<file path="config.mk">
export PLATFORM = sky130hd
export DESIGN_NAME = dmm_core
export DESIGN_NICKNAME = d
export VERILOG_FILES = /design/src/verilog/dmm_core.v
export VERILOG_INCLUDE_DIRS = /design/src /design/src/verilog
export SDC_FILE = /design/constraint.sdc
export NUM_CORES = 1
export LEC_CHECK = 0
export BUFFER_PORTS_ARGS = -buffer_cell sky130_fd_sc_hd__buf_2
export CAP_MARGIN = 20
export CORE_ASPECT_RATIO = 0.5
export CORE_MARGIN = 4
export CORE_UTILIZATION = 30
export CTS_BUF_LIST = sky130_fd_sc_hd__clkbuf_8
export DETAILED_ROUTE_END_ITERATION = 10
export PLACE_DENSITY_LB_ADDON = 0.15
export SKIP_LAST_GASP = 1
export SLEW_MARGIN = 0
export SYNTH_ARGS = -nofsm -noshare
export SYNTH_HDL_FRONTEND = slang
export SYNTH_SLANG_ARGS = --single-unit
</file>
<file path="constraint.sdc">
create_clock -name clk_i -period 10.7 [get_ports clk_i]
set_clock_uncertainty 0.05 [all_clocks]
set_input_delay 1.07 -clock clk_i [delete_from_list [all_inputs] [get_ports clk_i]]
set_output_delay 1.07 -clock clk_i [all_outputs]
set_load 0.1 [all_outputs]
</file>
<file path="src/verilog/dmm_defines.vh">
`ifndef DMM_DEFINES_VH
`define DMM_DEFINES_VH
// Measurement functions
`define DMM_FN_DCV 4'h0
`define DMM_FN_ACV 4'h1
`define DMM_FN_DCI 4'h2
`define DMM_FN_ACI 4'h3
`define DMM_FN_RES 4'h4
`define DMM_FN_CONT 4'h5
`define DMM_FN_DIODE 4'h6
`define DMM_FN_FREQ 4'h7
`define DMM_FN_CAP 4'h8
`define DMM_FN_TEMP 4'h9
`define DMM_FN_ADP 4'ha
// Register offsets
`define DMM_REG_CTRL 4'h0
`define DMM_REG_RANGE 4'h1
`define DMM_REG_STAT 4'h2
`define DMM_REG_SEG0 4'h3
`define DMM_REG_SEG1 4'h4
`define DMM_REG_SEG2 4'h5
`define DMM_REG_SEG3 4'h6
`define DMM_REG_CFG 4'h7
// Control fields
`define DMM_CTRL_FN_LSB 0
`define DMM_CTRL_AUTO 4
`define DMM_CTRL_HOLD 5
`define DMM_CTRL_APO 6
`define DMM_CTRL_CELS 7
`define DMM_CTRL_NEG 8
`define DMM_CTRL_LBAT 9
`define DMM_CTRL_MAX 10
`define DMM_CTRL_MIN 11
`define DMM_CTRL_RS 12
`define DMM_CTRL_RST 32'h0000_0010
// Range fields: index low, then magnitude class
`define DMM_RNG_IDX_LSB 0
`define DMM_RNG_MAG_LSB 4
`define DMM_MAG_UNIT 3'h0
`define DMM_MAG_MILLI 3'h1
`define DMM_MAG_MICRO 3'h2
`define DMM_MAG_NANO 3'h3
`define DMM_MAG_KILO 3'h4
`define DMM_MAG_MEGA 3'h5
`define DMM_RANGE_RST 32'h0000_0000
// Timing, milliseconds, and clock rate
`define DMM_CLK_HZ 20000000
`define DMM_MS_CYC (`DMM_CLK_HZ / 1000)
`define DMM_T_EARLY_MS 100
`define DMM_T_DEINTEGRATE_PHASE_V_MS 600
`define DMM_T_DEINTEGRATE_PHASE_I_MS 300
`define DMM_T_EARLY_CD_MS 10
`define DMM_T_DEINTEGRATE_PHASE_CD_MS 60
`define DMM_T_FREQ_MS 1050
`define DMM_T_CAP_LO_MS 900
`define DMM_T_CAP_MID_MS 1800
`define DMM_T_CAP_HI_MS 4500
`define DMM_FAST_DIV 10
`define DMM_CAP_MID_RANGE 4'h5
`define DMM_CAP_HI_RANGE 4'h6
`endif

</file>
<file path="src/verilog/dmm_core.v">
// The address-and-strobe port and the register offsets were left to the implementer.
`include "dmm_defines.vh"
module dmm_core #(
   parameter [31:0] MS_CYC = `DMM_MS_CYC
)(
   // Clock and reset
   input wire clk_i,
   input wire rst_i,
   // Register port
   input wire [3:0] addr_i,
   input wire [31:0] wdata_i,
   input wire wr_i,
   input wire rd_i,
   output reg [31:0] rdata_o,
   // Range change from the auto-range logic
   input wire range_chg_i,
   // Converter phases
   output reg zero_integrator_phase_o,
   output reg auto_zero_phase_o,
   output reg integrate_phase_o,
   output reg deintegrate_phase_o,
   output reg cycle_done_o,
   // Panel segments, backplane one to four, segment line first at bit 0
   output reg [16:0] bp1_seg_o,
   output reg [16:0] bp2_seg_o,
   output reg [16:0] bp3_seg_o,
   output reg [16:0] bp4_seg_o
);
   localparam [3:0] ST_ZI = 4'b0001;
   localparam [3:0] ST_AZ = 4'b0010;
   localparam [3:0] ST_INT = 4'b0100;
   localparam [3:0] ST_DEINTEGRATE_PHASE = 4'b1000;

   reg [31:0] ctrl_r;
   reg [31:0] range_r;
   reg [31:0] digit_r;
   reg [3:0] state_r;
   reg [3:0] state_nxt;
   reg [31:0] ms_cnt_r;
   reg [31:0] ph_cnt_r;
   reg fast_r;
   reg chg_s1_r;
   reg chg_s2_r;
   reg [31:0] ph_len;
   wire [3:0] fn;
   wire [2:0] mag;
   wire [3:0] ridx;
   wire is_v;
   wire is_i;
   wire auto_on;
   wire fast_ok;
   wire ms_tick;
   wire ph_end;
   wire [31:0] tick_len;

   assign fn = ctrl_r[`DMM_CTRL_FN_LSB+3:`DMM_CTRL_FN_LSB];
   assign mag = range_r[`DMM_RNG_MAG_LSB+2:`DMM_RNG_MAG_LSB];
   assign ridx = range_r[`DMM_RNG_IDX_LSB+3:`DMM_RNG_IDX_LSB];
   assign is_v = fn_volt(fn);
   assign is_i = fn_amp(fn);
   assign auto_on = ctrl_r[`DMM_CTRL_AUTO];
   assign fast_ok = auto_on && (is_v || fn == `DMM_FN_RES || fn == `DMM_FN_FREQ);

   // Cycles per millisecond tick passed through as given, never below one
   function [31:0] ms2cyc;
      input [31:0] ms;
      begin
         ms2cyc = (ms == 32'h0) ? 32'h1 : ms;
      end
   endfunction

   // Voltage function decode
   function fn_volt;
      input [3:0] f;
      begin
         fn_volt = (f == `DMM_FN_DCV) || (f == `DMM_FN_ACV);
      end
   endfunction

   // Current function decode
   function fn_amp;
      input [3:0] f;
      begin
         fn_amp = (f == `DMM_FN_DCI) || (f == `DMM_FN_ACI);
      end
   endfunction

   // Register writes
   always @(posedge clk_i or posedge rst_i)
   begin
      if (rst_i)
      begin
         ctrl_r <= `DMM_CTRL_RST;
         range_r <= `DMM_RANGE_RST;
         digit_r <= 32'h0;
      end
      else if (wr_i)
      begin
         case (addr_i)
            `DMM_REG_CTRL: ctrl_r <= wdata_i;
            `DMM_REG_RANGE: range_r <= wdata_i;
            `DMM_REG_CFG: digit_r <= wdata_i;
            default: ;
         endcase
      end
   end

   // Range change input synchroniser
   always @(posedge clk_i or posedge rst_i)
   begin
      if (rst_i)
      begin
         chg_s1_r <= 1'b0;
         chg_s2_r <= 1'b0;
      end
      else
      begin
         chg_s1_r <= range_chg_i;
         chg_s2_r <= chg_s1_r;
      end
   end

   // Phase lengths in milliseconds
   always @*
   begin
      ph_len = `DMM_T_EARLY_MS;
      if (fn == `DMM_FN_CONT || fn == `DMM_FN_DIODE)
         ph_len = (state_r == ST_DEINTEGRATE_PHASE) ? `DMM_T_DEINTEGRATE_PHASE_CD_MS : `DMM_T_EARLY_CD_MS;
      else if (is_i)
         ph_len = (state_r == ST_DEINTEGRATE_PHASE) ? `DMM_T_DEINTEGRATE_PHASE_I_MS : `DMM_T_EARLY_MS;
      else if (fn == `DMM_FN_FREQ)
         ph_len = (state_r == ST_DEINTEGRATE_PHASE) ? `DMM_T_FREQ_MS : 32'h1;
      else if (fn == `DMM_FN_CAP)
      begin
         if (state_r != ST_DEINTEGRATE_PHASE)
            ph_len = 32'h1;
         else if (ridx == `DMM_CAP_HI_RANGE)
            ph_len = `DMM_T_CAP_HI_MS;
         else if (ridx == `DMM_CAP_MID_RANGE)
            ph_len = `DMM_T_CAP_MID_MS;
         else
            ph_len = `DMM_T_CAP_LO_MS;
      end
      else
         ph_len = (state_r == ST_DEINTEGRATE_PHASE) ? `DMM_T_DEINTEGRATE_PHASE_V_MS : `DMM_T_EARLY_MS;
   end

   // Millisecond divider, tenfold faster while settling
   assign tick_len = fast_r ? ms2cyc(MS_CYC / `DMM_FAST_DIV) : ms2cyc(MS_CYC);
   assign ms_tick = (ms_cnt_r >= tick_len - 32'h1);
   assign ph_end = ms_tick && (ph_cnt_r >= ph_len - 32'h1);

   always @*
   begin
      case (state_r)
         ST_ZI: state_nxt = ST_AZ;
         ST_AZ: state_nxt = ST_INT;
         ST_INT: state_nxt = ST_DEINTEGRATE_PHASE;
         ST_DEINTEGRATE_PHASE: state_nxt = ST_ZI;
         default: state_nxt = ST_ZI;
      endcase
   end

   always @(posedge clk_i or posedge rst_i)
   begin
      if (rst_i)
      begin
         state_r <= ST_ZI;
         ms_cnt_r <= 32'h0;
         ph_cnt_r <= 32'h0;
         fast_r <= 1'b0;
         cycle_done_o <= 1'b0;
      end
      else
      begin
         cycle_done_o <= 1'b0;
         ms_cnt_r <= ms_tick ? 32'h0 : ms_cnt_r + 32'h1;
         if (ph_end)
         begin
            ph_cnt_r <= 32'h0;
            state_r <= state_nxt;
            if (state_r == ST_DEINTEGRATE_PHASE)
               cycle_done_o <= 1'b1;
         end
         else if (ms_tick)
            ph_cnt_r <= ph_cnt_r + 32'h1;
         // Fast mode set by a range change in auto range for volts, ohms or hertz, left at the end of the next de-integrate phase
         if (chg_s2_r && fast_ok)
            fast_r <= 1'b1;
         else if (!fast_ok || (ph_end && state_r == ST_DEINTEGRATE_PHASE))
            fast_r <= 1'b0;
      end
   end

   always @(posedge clk_i or posedge rst_i)
   begin
      if (rst_i)
      begin
         zero_integrator_phase_o <= 1'b0;
         auto_zero_phase_o <= 1'b0;
         integrate_phase_o <= 1'b0;
         deintegrate_phase_o <= 1'b0;
      end
      else
      begin
         zero_integrator_phase_o <= state_r[0];
         auto_zero_phase_o <= state_r[1];
         integrate_phase_o <= state_r[2];
         deintegrate_phase_o <= state_r[3];
      end
   end

   // Annunciators
   wire s_v = is_v || fn == `DMM_FN_DIODE || fn == `DMM_FN_ADP;
   wire s_a = is_i;
   wire s_ohm = fn == `DMM_FN_RES || fn == `DMM_FN_CONT;
   wire s_f = fn == `DMM_FN_CAP;
   wire s_cont = fn == `DMM_FN_CONT;
   wire s_diode = fn == `DMM_FN_DIODE;
   wire s_hz = fn == `DMM_FN_FREQ;
   wire s_dc = fn == `DMM_FN_DCV || fn == `DMM_FN_DCI;
   wire s_ac = fn == `DMM_FN_ACV || fn == `DMM_FN_ACI;
   wire auto_range_symbol = auto_on;
   wire manual_range_symbol = !auto_on;
   wire s_hold = ctrl_r[`DMM_CTRL_HOLD];
   wire capacitor_milli_prefix = s_f && mag == `DMM_MAG_MILLI;
   wire capacitor_micro_prefix = s_f && mag == `DMM_MAG_MICRO;
   wire s_nano = s_f && mag == `DMM_MAG_NANO;
   wire volt_amp_milli_prefix = (is_v || is_i) && mag == `DMM_MAG_MILLI;
   wire current_micro_prefix = is_i && mag == `DMM_MAG_MICRO;
   wire s_mega = fn == `DMM_FN_RES && mag == `DMM_MAG_MEGA;
   wire s_kilo = fn == `DMM_FN_RES && mag == `DMM_MAG_KILO;
   wire s_cel = fn == `DMM_FN_TEMP && ctrl_r[`DMM_CTRL_CELS];
   wire s_fah = fn == `DMM_FN_TEMP && !ctrl_r[`DMM_CTRL_CELS];
   wire auto_power_off_symbol = ctrl_r[`DMM_CTRL_APO];
   wire s_minus = (is_v || is_i) && ctrl_r[`DMM_CTRL_NEG];
   wire low_battery_symbol = ctrl_r[`DMM_CTRL_LBAT];
   wire s_max = ctrl_r[`DMM_CTRL_MAX];
   wire s_min = ctrl_r[`DMM_CTRL_MIN];
   wire s_rs = ctrl_r[`DMM_CTRL_RS];

   // Digit segments a..g and point, four digits from software
   wire [7:0] d4 = digit_r[31:24];
   wire [7:0] d3 = digit_r[23:16];
   wire [7:0] d2 = digit_r[15:8];
   wire [7:0] d1 = digit_r[7:0];

   // Panel map, segment line first is bit 0
   always @(posedge clk_i or posedge rst_i)
   begin
      if (rst_i)
      begin
         bp1_seg_o <= 17'h0;
         bp2_seg_o <= 17'h0;
         bp3_seg_o <= 17'h0;
         bp4_seg_o <= 17'h0;
      end
      else
      begin
         bp1_seg_o <= {
            s_cel,
            s_nano,
            current_micro_prefix,
            volt_amp_milli_prefix,
            s_min,
            s_a,
            s_v,
            s_diode,
            s_minus,
            d2[0],
            s_hold,
            d3[1],
            d3[0],
            manual_range_symbol,
            auto_range_symbol,
            s_dc,
            low_battery_symbol};
         bp2_seg_o <= {
            s_fah,
            capacitor_micro_prefix,
            2'b00,
            s_max,
            s_mega,
            d1[1],
            d1[0],
            d1[5],
            d2[1],
            d2[5],
            d3[6],
            d3[5],
            d4[1],
            d4[0],
            d4[5],
            s_ac};
         bp3_seg_o <= {
            1'b0,
            capacitor_milli_prefix,
            2'b00,
            1'b0,
            s_hz,
            d1[2],
            d1[6],
            d1[4],
            d2[6],
            d2[4],
            d3[2],
            d3[4],
            d4[2],
            d4[6],
            1'b0,
            auto_power_off_symbol};
         bp4_seg_o <= {
            1'b0,
            s_f,
            2'b00,
            1'b0,
            s_ohm,
            s_kilo,
            d1[3],
            d1[7],
            d2[2],
            d2[3],
            d2[7],
            d3[3],
            d3[7],
            d4[3],
            d4[4],
            s_rs};
      end
   end

   // Read port
   always @(posedge clk_i or posedge rst_i)
   begin
      if (rst_i)
         rdata_o <= 32'h0;
      else if (rd_i)
      begin
         case (addr_i)
            `DMM_REG_CTRL: rdata_o <= ctrl_r;
            `DMM_REG_RANGE: rdata_o <= range_r;
            `DMM_REG_STAT: rdata_o <= {26'h0, fast_r, s_cont, state_r};
            `DMM_REG_SEG0: rdata_o <= {15'h0, bp1_seg_o};
            `DMM_REG_SEG1: rdata_o <= {15'h0, bp2_seg_o};
            `DMM_REG_SEG2: rdata_o <= {15'h0, bp3_seg_o};
            `DMM_REG_SEG3: rdata_o <= {15'h0, bp4_seg_o};
            `DMM_REG_CFG: rdata_o <= digit_r;
            default: rdata_o <= 32'h0;
         endcase
      end
      else
         rdata_o <= 32'h0;
   end
endmodule // dmm_core

</file>
== Word level (Yosys, flattened, before mapping) ==
Cells that the tools add are included.

* Output and inout port bits: 105
* Register bits after elaboration: 261

* Add/sub/neg operators: 4
* Eq/ne operators: 29
* Mux-type cells: 22
* Reductions and logical operators: 36
* Order comparisons: 2

{| class="wikitable"
|+ Operators with widths
! operator !! count
|-
| $mux 32 || 8
|-
| $pmux 32 s8 || 1
|-
| $add 32x1->32 const B || 2
|-
| $ge 32x32->1 || 2
|-
| $eq 4x3->1 const B || 11
|-
| $sub 32x1->32 const B || 1
|-
| $mux 13 || 2
|-
| $mux 11 || 2
|-
| $eq 4x2->1 const B || 5
|-
| $eq 4x4->1 const B || 4
|-
| $sub 15x1->16 const B || 1
|-
| $mux 15 || 1
|-
| $logic_and 1x1->1 || 14
|-
| $eq 4x1->1 const B || 3
|-
| $logic_or 1x1->1 || 12
|-
| $pmux 4 s3 || 1
|-
| $mux 10 || 1
|-
| $mux 9 || 1
|-
| $logic_not 4->1 || 2
|-
| $eq 3x2->1 const B || 2
|-
| $eq 3x3->1 const B || 2
|-
| $mux 6 || 1
|-
| $reduce_and 2->1 || 3
|-
| $mux 1 || 4
|-
| other kinds (4) || 7
|}

== Depth between registers and ports, before layout ==
* Word-level depth: 15
* Mapped depth: 22
* Gate-level depth less buffers: 18

== Worst setup path after synthesis ==
No wires, ideal clock.

* Path type: reg2reg
* From: register state_r[0]
* To: register state_r[2]
* Cell stages (with the launch flop): 21
* Arrival: 4.058 ns
* Slack: 6.468 ns
* Library setup time: 0.125 ns
* Path buffers: 3
* Path through: dfstp_2 clkbuf_1 or4b_1 clkbuf_1 nand2_1 o21ai_0 nand2_1 ha_1 clkbuf_1 nand2_1 nand2_1 nand2_1 a22oi_1 o21ai_0 ha_1 and4_1 o21ai_1 or4_4 a31o_2 a21oi_4 mux2_2

* Longest elaborated chain between the ends: 9
* Elaborated cells between the ends (all ways): 18
* Classes of those cells: add/sub (1); order compare (1); eq/ne (5); mux (10); reduce/logical (1)

{| class="wikitable"
|+ RTL lines
! what !! line !! source
|-
| start, declared || dmm_core.v:37 || <nowiki>reg [3:0] state_r;</nowiki>
|-
| start signal, assigned || dmm_core.v:181 || <nowiki>state_r <= state_nxt;</nowiki>
|-
| $ne 4x4->1 or $eq 4x4->1 (tied branches) || -- ||
|-
| $mux 13 or $mux 10 (tied branches) || -- ||
|-
| $mux 32 || dmm_core.v:133 || <nowiki>else if (fn == `DMM_FN_CAP)</nowiki>
|-
| $mux 32 || dmm_core.v:131 || <nowiki>else if (fn == `DMM_FN_FREQ)</nowiki>
|-
| $mux 32 || dmm_core.v:129 || <nowiki>else if (is_i)</nowiki>
|-
| $mux 32 || dmm_core.v:127 || <nowiki>if (fn == `DMM_FN_CONT || fn == `DMM_FN_DIODE)</nowiki>
|-
| $sub 32x1->32 || dmm_core.v:151 || <nowiki>assign ph_end = ms_tick && (ph_cnt_r >= ph_len - 32'h1);</nowiki>
|-
| $ge 32x32->1 || dmm_core.v:151 ||
|-
| $logic_and 1x1->1 || dmm_core.v:151 ||
|}

Parallel ways exist; a longest one is shown, timed or not.
A chain may end at the register's enable or synchronous reset.

== Worst setup path after layout ==
* From: register state_r[3]
* To: register ph_cnt_r[10]

* Longest elaborated chain between the ends: 10
* Elaborated cells between the ends (all ways): 16
* Classes of those cells: add/sub (1); order compare (1); eq/ne (2); mux (10); reduce/logical (2)

{| class="wikitable"
|+ RTL lines
! what !! line !! source
|-
| $ne 4x4->1 or $eq 4x4->1 (tied branches) || -- ||
|-
| $mux 13 or $mux 10 (tied branches) || -- ||
|-
| $mux 32 || dmm_core.v:133 ||
|-
| $mux 32 || dmm_core.v:131 ||
|-
| $mux 32 || dmm_core.v:129 ||
|-
| $mux 32 (*) || dmm_core.v:127 ||
|-
| $sub 32x1->32 (*) || dmm_core.v:151 ||
|-
| $ge 32x32->1 (*) || dmm_core.v:151 ||
|-
| $logic_and 1x1->1 (*) || dmm_core.v:151 ||
|-
| $mux 32 or $reduce_bool 2->1 (tied branches) || -- ||
|-
| end signal, assigned || dmm_core.v:186 || <nowiki>ph_cnt_r <= ph_cnt_r + 32'h1;</nowiki>
|-
| end, declared || dmm_core.v:40 || <nowiki>reg [31:0] ph_cnt_r;</nowiki>
|}

Every way passes the cells marked *; elsewhere a longest branch is shown, timed or not.

==> tab_implementation.tex <==
\begin{tabular}{lr}
\hline
Metric & Value \\
\hline
\multicolumn{2}{l}{\textbf{Finish}} \\
Synthesis-to-finish area growth & 19.28\% \\
Post-layout nets & 1240 \\
Diode count & 0 \\
Filler cell count in the final layout & 3777 \\
Fraction of final layout cells sized beyond drive strength 1 & 28.81\% \\
\multicolumn{2}{l}{\textbf{Clock network}} \\
Clock slew at the register clock pins of the worst setup and hold paths & 0.06 ns \\
CTS tree & yes \\
Source-to-sink clock delay at the later pin of the worst-skew pair & 0.56 ns \\
Number of buffers added to fix hold violations after cts & 0 \\
Num CTS Buffers & 41 \\
Clock buffer depth & 3 \\
Number of cells upsized or downsized after cts & 0 \\
Sink count of the clock tree & 261 \\
Clk Tree Root Cell & sky130\_fd\_sc\_hd\_\_clkbuf\_8 \\
Post-CTS Setup Bufs & 0 \\
H-tree levels & 2 \\
\multicolumn{2}{l}{\textbf{Critical path}} \\
Worst setup SP type & flip-flop \\
Logic depth of the worst register-to-register path & 17 \\
Crit path arrival time & 5.33 ns \\
Worst Setup Path Type & reg2reg \\
Data required time of the worst path & 11.09 ns \\
Peak fanout along the critical path & 15 \\
Endpoint kind of the worst setup timing path & flip-flop \\
\multicolumn{2}{l}{\textbf{Power and ir drop}} \\
Leakage Power & 6.334 nW \\
Sequential Power Share & 42.4\% \\
IR Drop Worst-Case VDD & 0.00008738 V \\
Power share of the combinational group & 28.5\% \\
Switching Fraction & 39.45\% \\
Cell-internal power & 1.915 mW \\
Areal power density over the cells & 227.0 nW/um2 \\
Share of power burned in the clock network & 29.1\% \\
P\_sw & 1.248 mW \\
\multicolumn{2}{l}{\textbf{STA}} \\
Final count of pins violating max slew & 0 \\
Slew @ Worst Pin & 0.9997 ns \\
Fmax & 202.4 MHz \\
Worst slew margin relative to its limit & 33.35\% \\
Final Hold Viols & 0 \\
Setup Viol. Count Final & 0 \\
Setup repair after global routing missed its margin & false \\
Final worst path period need & 4.941 ns \\
Worst hold margin & 0.3121 ns \\
Final period util & 46.18\% \\
Fin Setup TNS & 0 ns \\
\multicolumn{2}{l}{\textbf{Synthesis}} \\
Number of flip-flops and latches in the synthesized netlist & 261 \\
Fraction of the yosys area taken by sequential cells & 55.93\% \\
Area leader, netlist & sky130\_fd\_sc\_hd\_\_dfrtp\_1 \\
Synthesized instance count & 986 \\
Most common library cells after synthesis & 259 x sky130\_fd\_sc\_hd\_\_dfrtp\_1, 101 x sky130\_fd\_sc\_hd\_\_mux2\_2, 78 x sky130\_fd\_sc\_hd\_\_nand2\_1, 75 x sky130\_fd\_sc\_hd\_\_nor2\_1, 42 x sky130\_fd\_sc\_hd\_\_ha\_1 \\
Yosys synthesis warning count & 0 \\
Primary flip-flop cell chosen by synthesis mapping & sky130\_fd\_sc\_hd\_\_dfrtp\_1 \\
Area share of the largest cell type after synthesis & 55.48\% \\
Number of flops mapped to enable cells by yosys & 0 \\
Distinct cell type count after synthesis & 75 \\
Share of synthesized flip-flops with an asynchronous set or reset & 100.0\% \\
Area of the mapped netlist & 11680 um2 \\
Synth area leaders & sky130\_fd\_sc\_hd\_\_dfrtp\_1 55\%, sky130\_fd\_sc\_hd\_\_mux2\_2 9.7\%, sky130\_fd\_sc\_hd\_\_ha\_1 4.5\% \\
Most frequent cell after synthesis & sky130\_fd\_sc\_hd\_\_dfrtp\_1 \\
Synthesized area per cell & 11.85 um2 \\
\multicolumn{2}{l}{\textbf{Die}} \\
Ports placed on the boundary & 146 \\
Site Rows & 50 \\
Die W & 287.1 um \\
Area of the core & 37910 um2 \\
Vertical die dimension & 147.5 um \\
Effective utilization at floorplan & 30.81\% \\
Area of the die & 42350 um2 \\
\multicolumn{2}{l}{\textbf{Placed design}} \\
Routability-driven placement congestion ratio & 0.8454 \\
Placed wire-length estimate after detailed placement & 23650 um \\
Number of port buffers & 134 \\
\multicolumn{2}{l}{\textbf{Worst hold path}} \\
Path category of the worst min-delay check & reg2reg \\
Number of cells on the worst hold path & 0 \\
\multicolumn{2}{l}{\textbf{Routing}} \\
Routed wirelength normalized by instance count & 20.33 um \\
Routed wire length & 34700 um \\
Detailed-route via count & 8586 \\
Iteration-0 DRC Markers & 584 \\
Post-route DRC violation count & 0 \\
Remaining number of nets flagged by the antenna check after routing & 0 \\
Via density per instance & 5.030 \\
1st-pass router iterations & 5 \\
\multicolumn{2}{l}{\textbf{GRT}} \\
Global-route wire length before repair & 54190 um \\
Global-route usage over all layers & 16.36\% \\
Maximum number of pins on one net before global-route repair & 181 \\
Initial antenna violation count & 0 \\
Total global routing overflow & 0 \\
Vias in the first global route & 8851 \\
\multicolumn{2}{l}{\textbf{Run}} \\
Number of max-capacitance violations reported & 0 \\
\multicolumn{2}{l}{\textbf{Status}} \\
Run status & complete, no violations \\
\hline
\end{tabular}
final timing paths:
check | start | end | slack (ns)
min in group asynchronous | rst_i | ms_cnt_r[9]$_DFF_PP0_ | 0.55
worst max register to register | state_r[3]$_DFFE_PP0N_ | ph_cnt_r[10]$_DFFE_PP0P_ | 5.76
worst min-delay path | chg_s1_r$_DFF_PP0_ | chg_s2_r$_DFF_PP0_ | 0.31
worst max-delay path | state_r[3]$_DFFE_PP0N_ | ph_cnt_r[10]$_DFFE_PP0P_ | 5.76
max in group asynchronous | rst_i | digit_r[25]$_DFFE_PP0P_ | 8.67
worst min register to register | chg_s1_r$_DFF_PP0_ | chg_s2_r$_DFF_PP0_ | 0.31
cell type report:
| cell class | count | area, um2 | share of cell area [%] |
|---|---|---|---|
| Inverter | 22 | 90.09 | 0.6466 |
| Sequential cell | 261 | 6534 | 46.89 |
| Clock buffer | 56 | 770.7 | 5.532 |
| Clock inverter | 17 | 137.6 | 0.9878 |
| Timing Repair Buffer | 148 | 792.0 | 5.684 |
| Tap cell | 520 | 650.6 | 4.670 |
| Multi-Input combinational cell | 683 | 4959 | 35.59 |
worst max-delay path, cell delays in order (launching register included):
cell	delay, ns
sky130_fd_sc_hd__dfrtp_1	0.50
sky130_fd_sc_hd__nor4b_2	0.69
sky130_fd_sc_hd__nand2b_1	0.12
sky130_fd_sc_hd__nand3_1	0.10
sky130_fd_sc_hd__o21ai_0	0.08
sky130_fd_sc_hd__nand2_1	0.10
sky130_fd_sc_hd__ha_1	0.32
sky130_fd_sc_hd__nand2_1	0.23
sky130_fd_sc_hd__inv_1	0.12
sky130_fd_sc_hd__ha_1	0.15
sky130_fd_sc_hd__inv_1	0.04
sky130_fd_sc_hd__ha_1	0.29
sky130_fd_sc_hd__nand4_1	0.13
sky130_fd_sc_hd__nor4_1	0.42
sky130_fd_sc_hd__a221oi_1	0.19
sky130_fd_sc_hd__a21oi_2	0.76
sky130_fd_sc_hd__nor3_2	0.24
sky130_fd_sc_hd__a22o_1	0.27
power groups by stage:
stage | Sequential, mW | Clock (mW) | Combinational [mW]
after floorplan | 1.65 | 0 | 0.374
after global placement | 1.35 | 0 | 0.896
after detailed placement | 1.36 | 0 | 0.906
after CTS | 1.34 | 0.955 | 0.908
after global routing | 1.37 | 0.996 | 0.967
final | 1.34 | 0.921 | 0.901
metal layers:
| metal | up-vias | routed length [um] | GRT usage, % |
|---|---|---|---|
| met5 | - | 0 | 0 |
| met4 | 0 | 967 | 5.330 |
| met3 | 66 | 1423 | 3.143 |
| met2 | 183 | 17130 | 27.94 |
| met1 | 4389 | 15180 | 21.03 |
| li1 | 3948 | - | - |
layout by cell type (no fill, tap or decap), types with 12 or more instances in the layout:
cell                       synthesis  routed
sky130_fd_sc_hd__o21ai_0          33      33
sky130_fd_sc_hd__nand3_1          26      26
sky130_fd_sc_hd__nor2_1           75      74
sky130_fd_sc_hd__a31oi_1          17      17
sky130_fd_sc_hd__a21oi_1          28      28
sky130_fd_sc_hd__a22o_1           18      18
sky130_fd_sc_hd__conb_1            2      38
sky130_fd_sc_hd__xnor2_1          13      13
sky130_fd_sc_hd__clkbuf_8          0      56
sky130_fd_sc_hd__buf_4            11      12
sky130_fd_sc_hd__a22oi_1          17      17
sky130_fd_sc_hd__a222oi_1         25      25
sky130_fd_sc_hd__nand4_1          12      12
sky130_fd_sc_hd__dfrtp_1         259     259
sky130_fd_sc_hd__nand2_1          78      78
sky130_fd_sc_hd__ha_1             42      42
sky130_fd_sc_hd__inv_1            22      30
sky130_fd_sc_hd__mux2_2          101     101
sky130_fd_sc_hd__buf_2             7     134
kinds of logic after synthesis:
logic type	Yosys count	share of synthesized area, %
multiplexers	106	10.16
buffers and inverters	78	2.999
XOR/XNOR	20	1.500
flip-flops	261	55.93
AND/OR/NAND/NOR	277	12.20
other	2	0.06429
adder cells (fa/ha/maj)	42	4.499
AO/OA/AOI/OAI	200	12.64
flip-flops by register name, summed over array words and instances, names as in the netlist, 4 cells and up:
signal,count
ph_cnt_r,32
state_r,4
ctrl_r,32
bp2_seg_o,15
bp3_seg_o,12
rdata_o,32
bp1_seg_o,17
digit_r,32
ms_cnt_r,32
range_r,32
bp4_seg_o,13
metrics by stage:
| step | setup slack (ns) | std cells | total power [mW] | util, % | cell area, um2 |
|---|---|---|---|---|---|
| after floorplan | 2.400 | 1022 | 2.026 | - | 11820 |
| after global placement | 5.974 | 1633 | 2.251 | 34.33 | 13010 |
| after detailed placement | 5.837 | 1633 | 2.263 | 34.33 | 13010 |
| after CTS | 5.807 | 1706 | 3.205 | 36.72 | 13920 |
| after global routing | 5.293 | 1707 | 3.328 | 36.75 | 13930 |
| final | 5.759 | 1707 | 3.163 | 36.75 | 13930 |
Note: power is estimated with default switching activity, not from simulation.
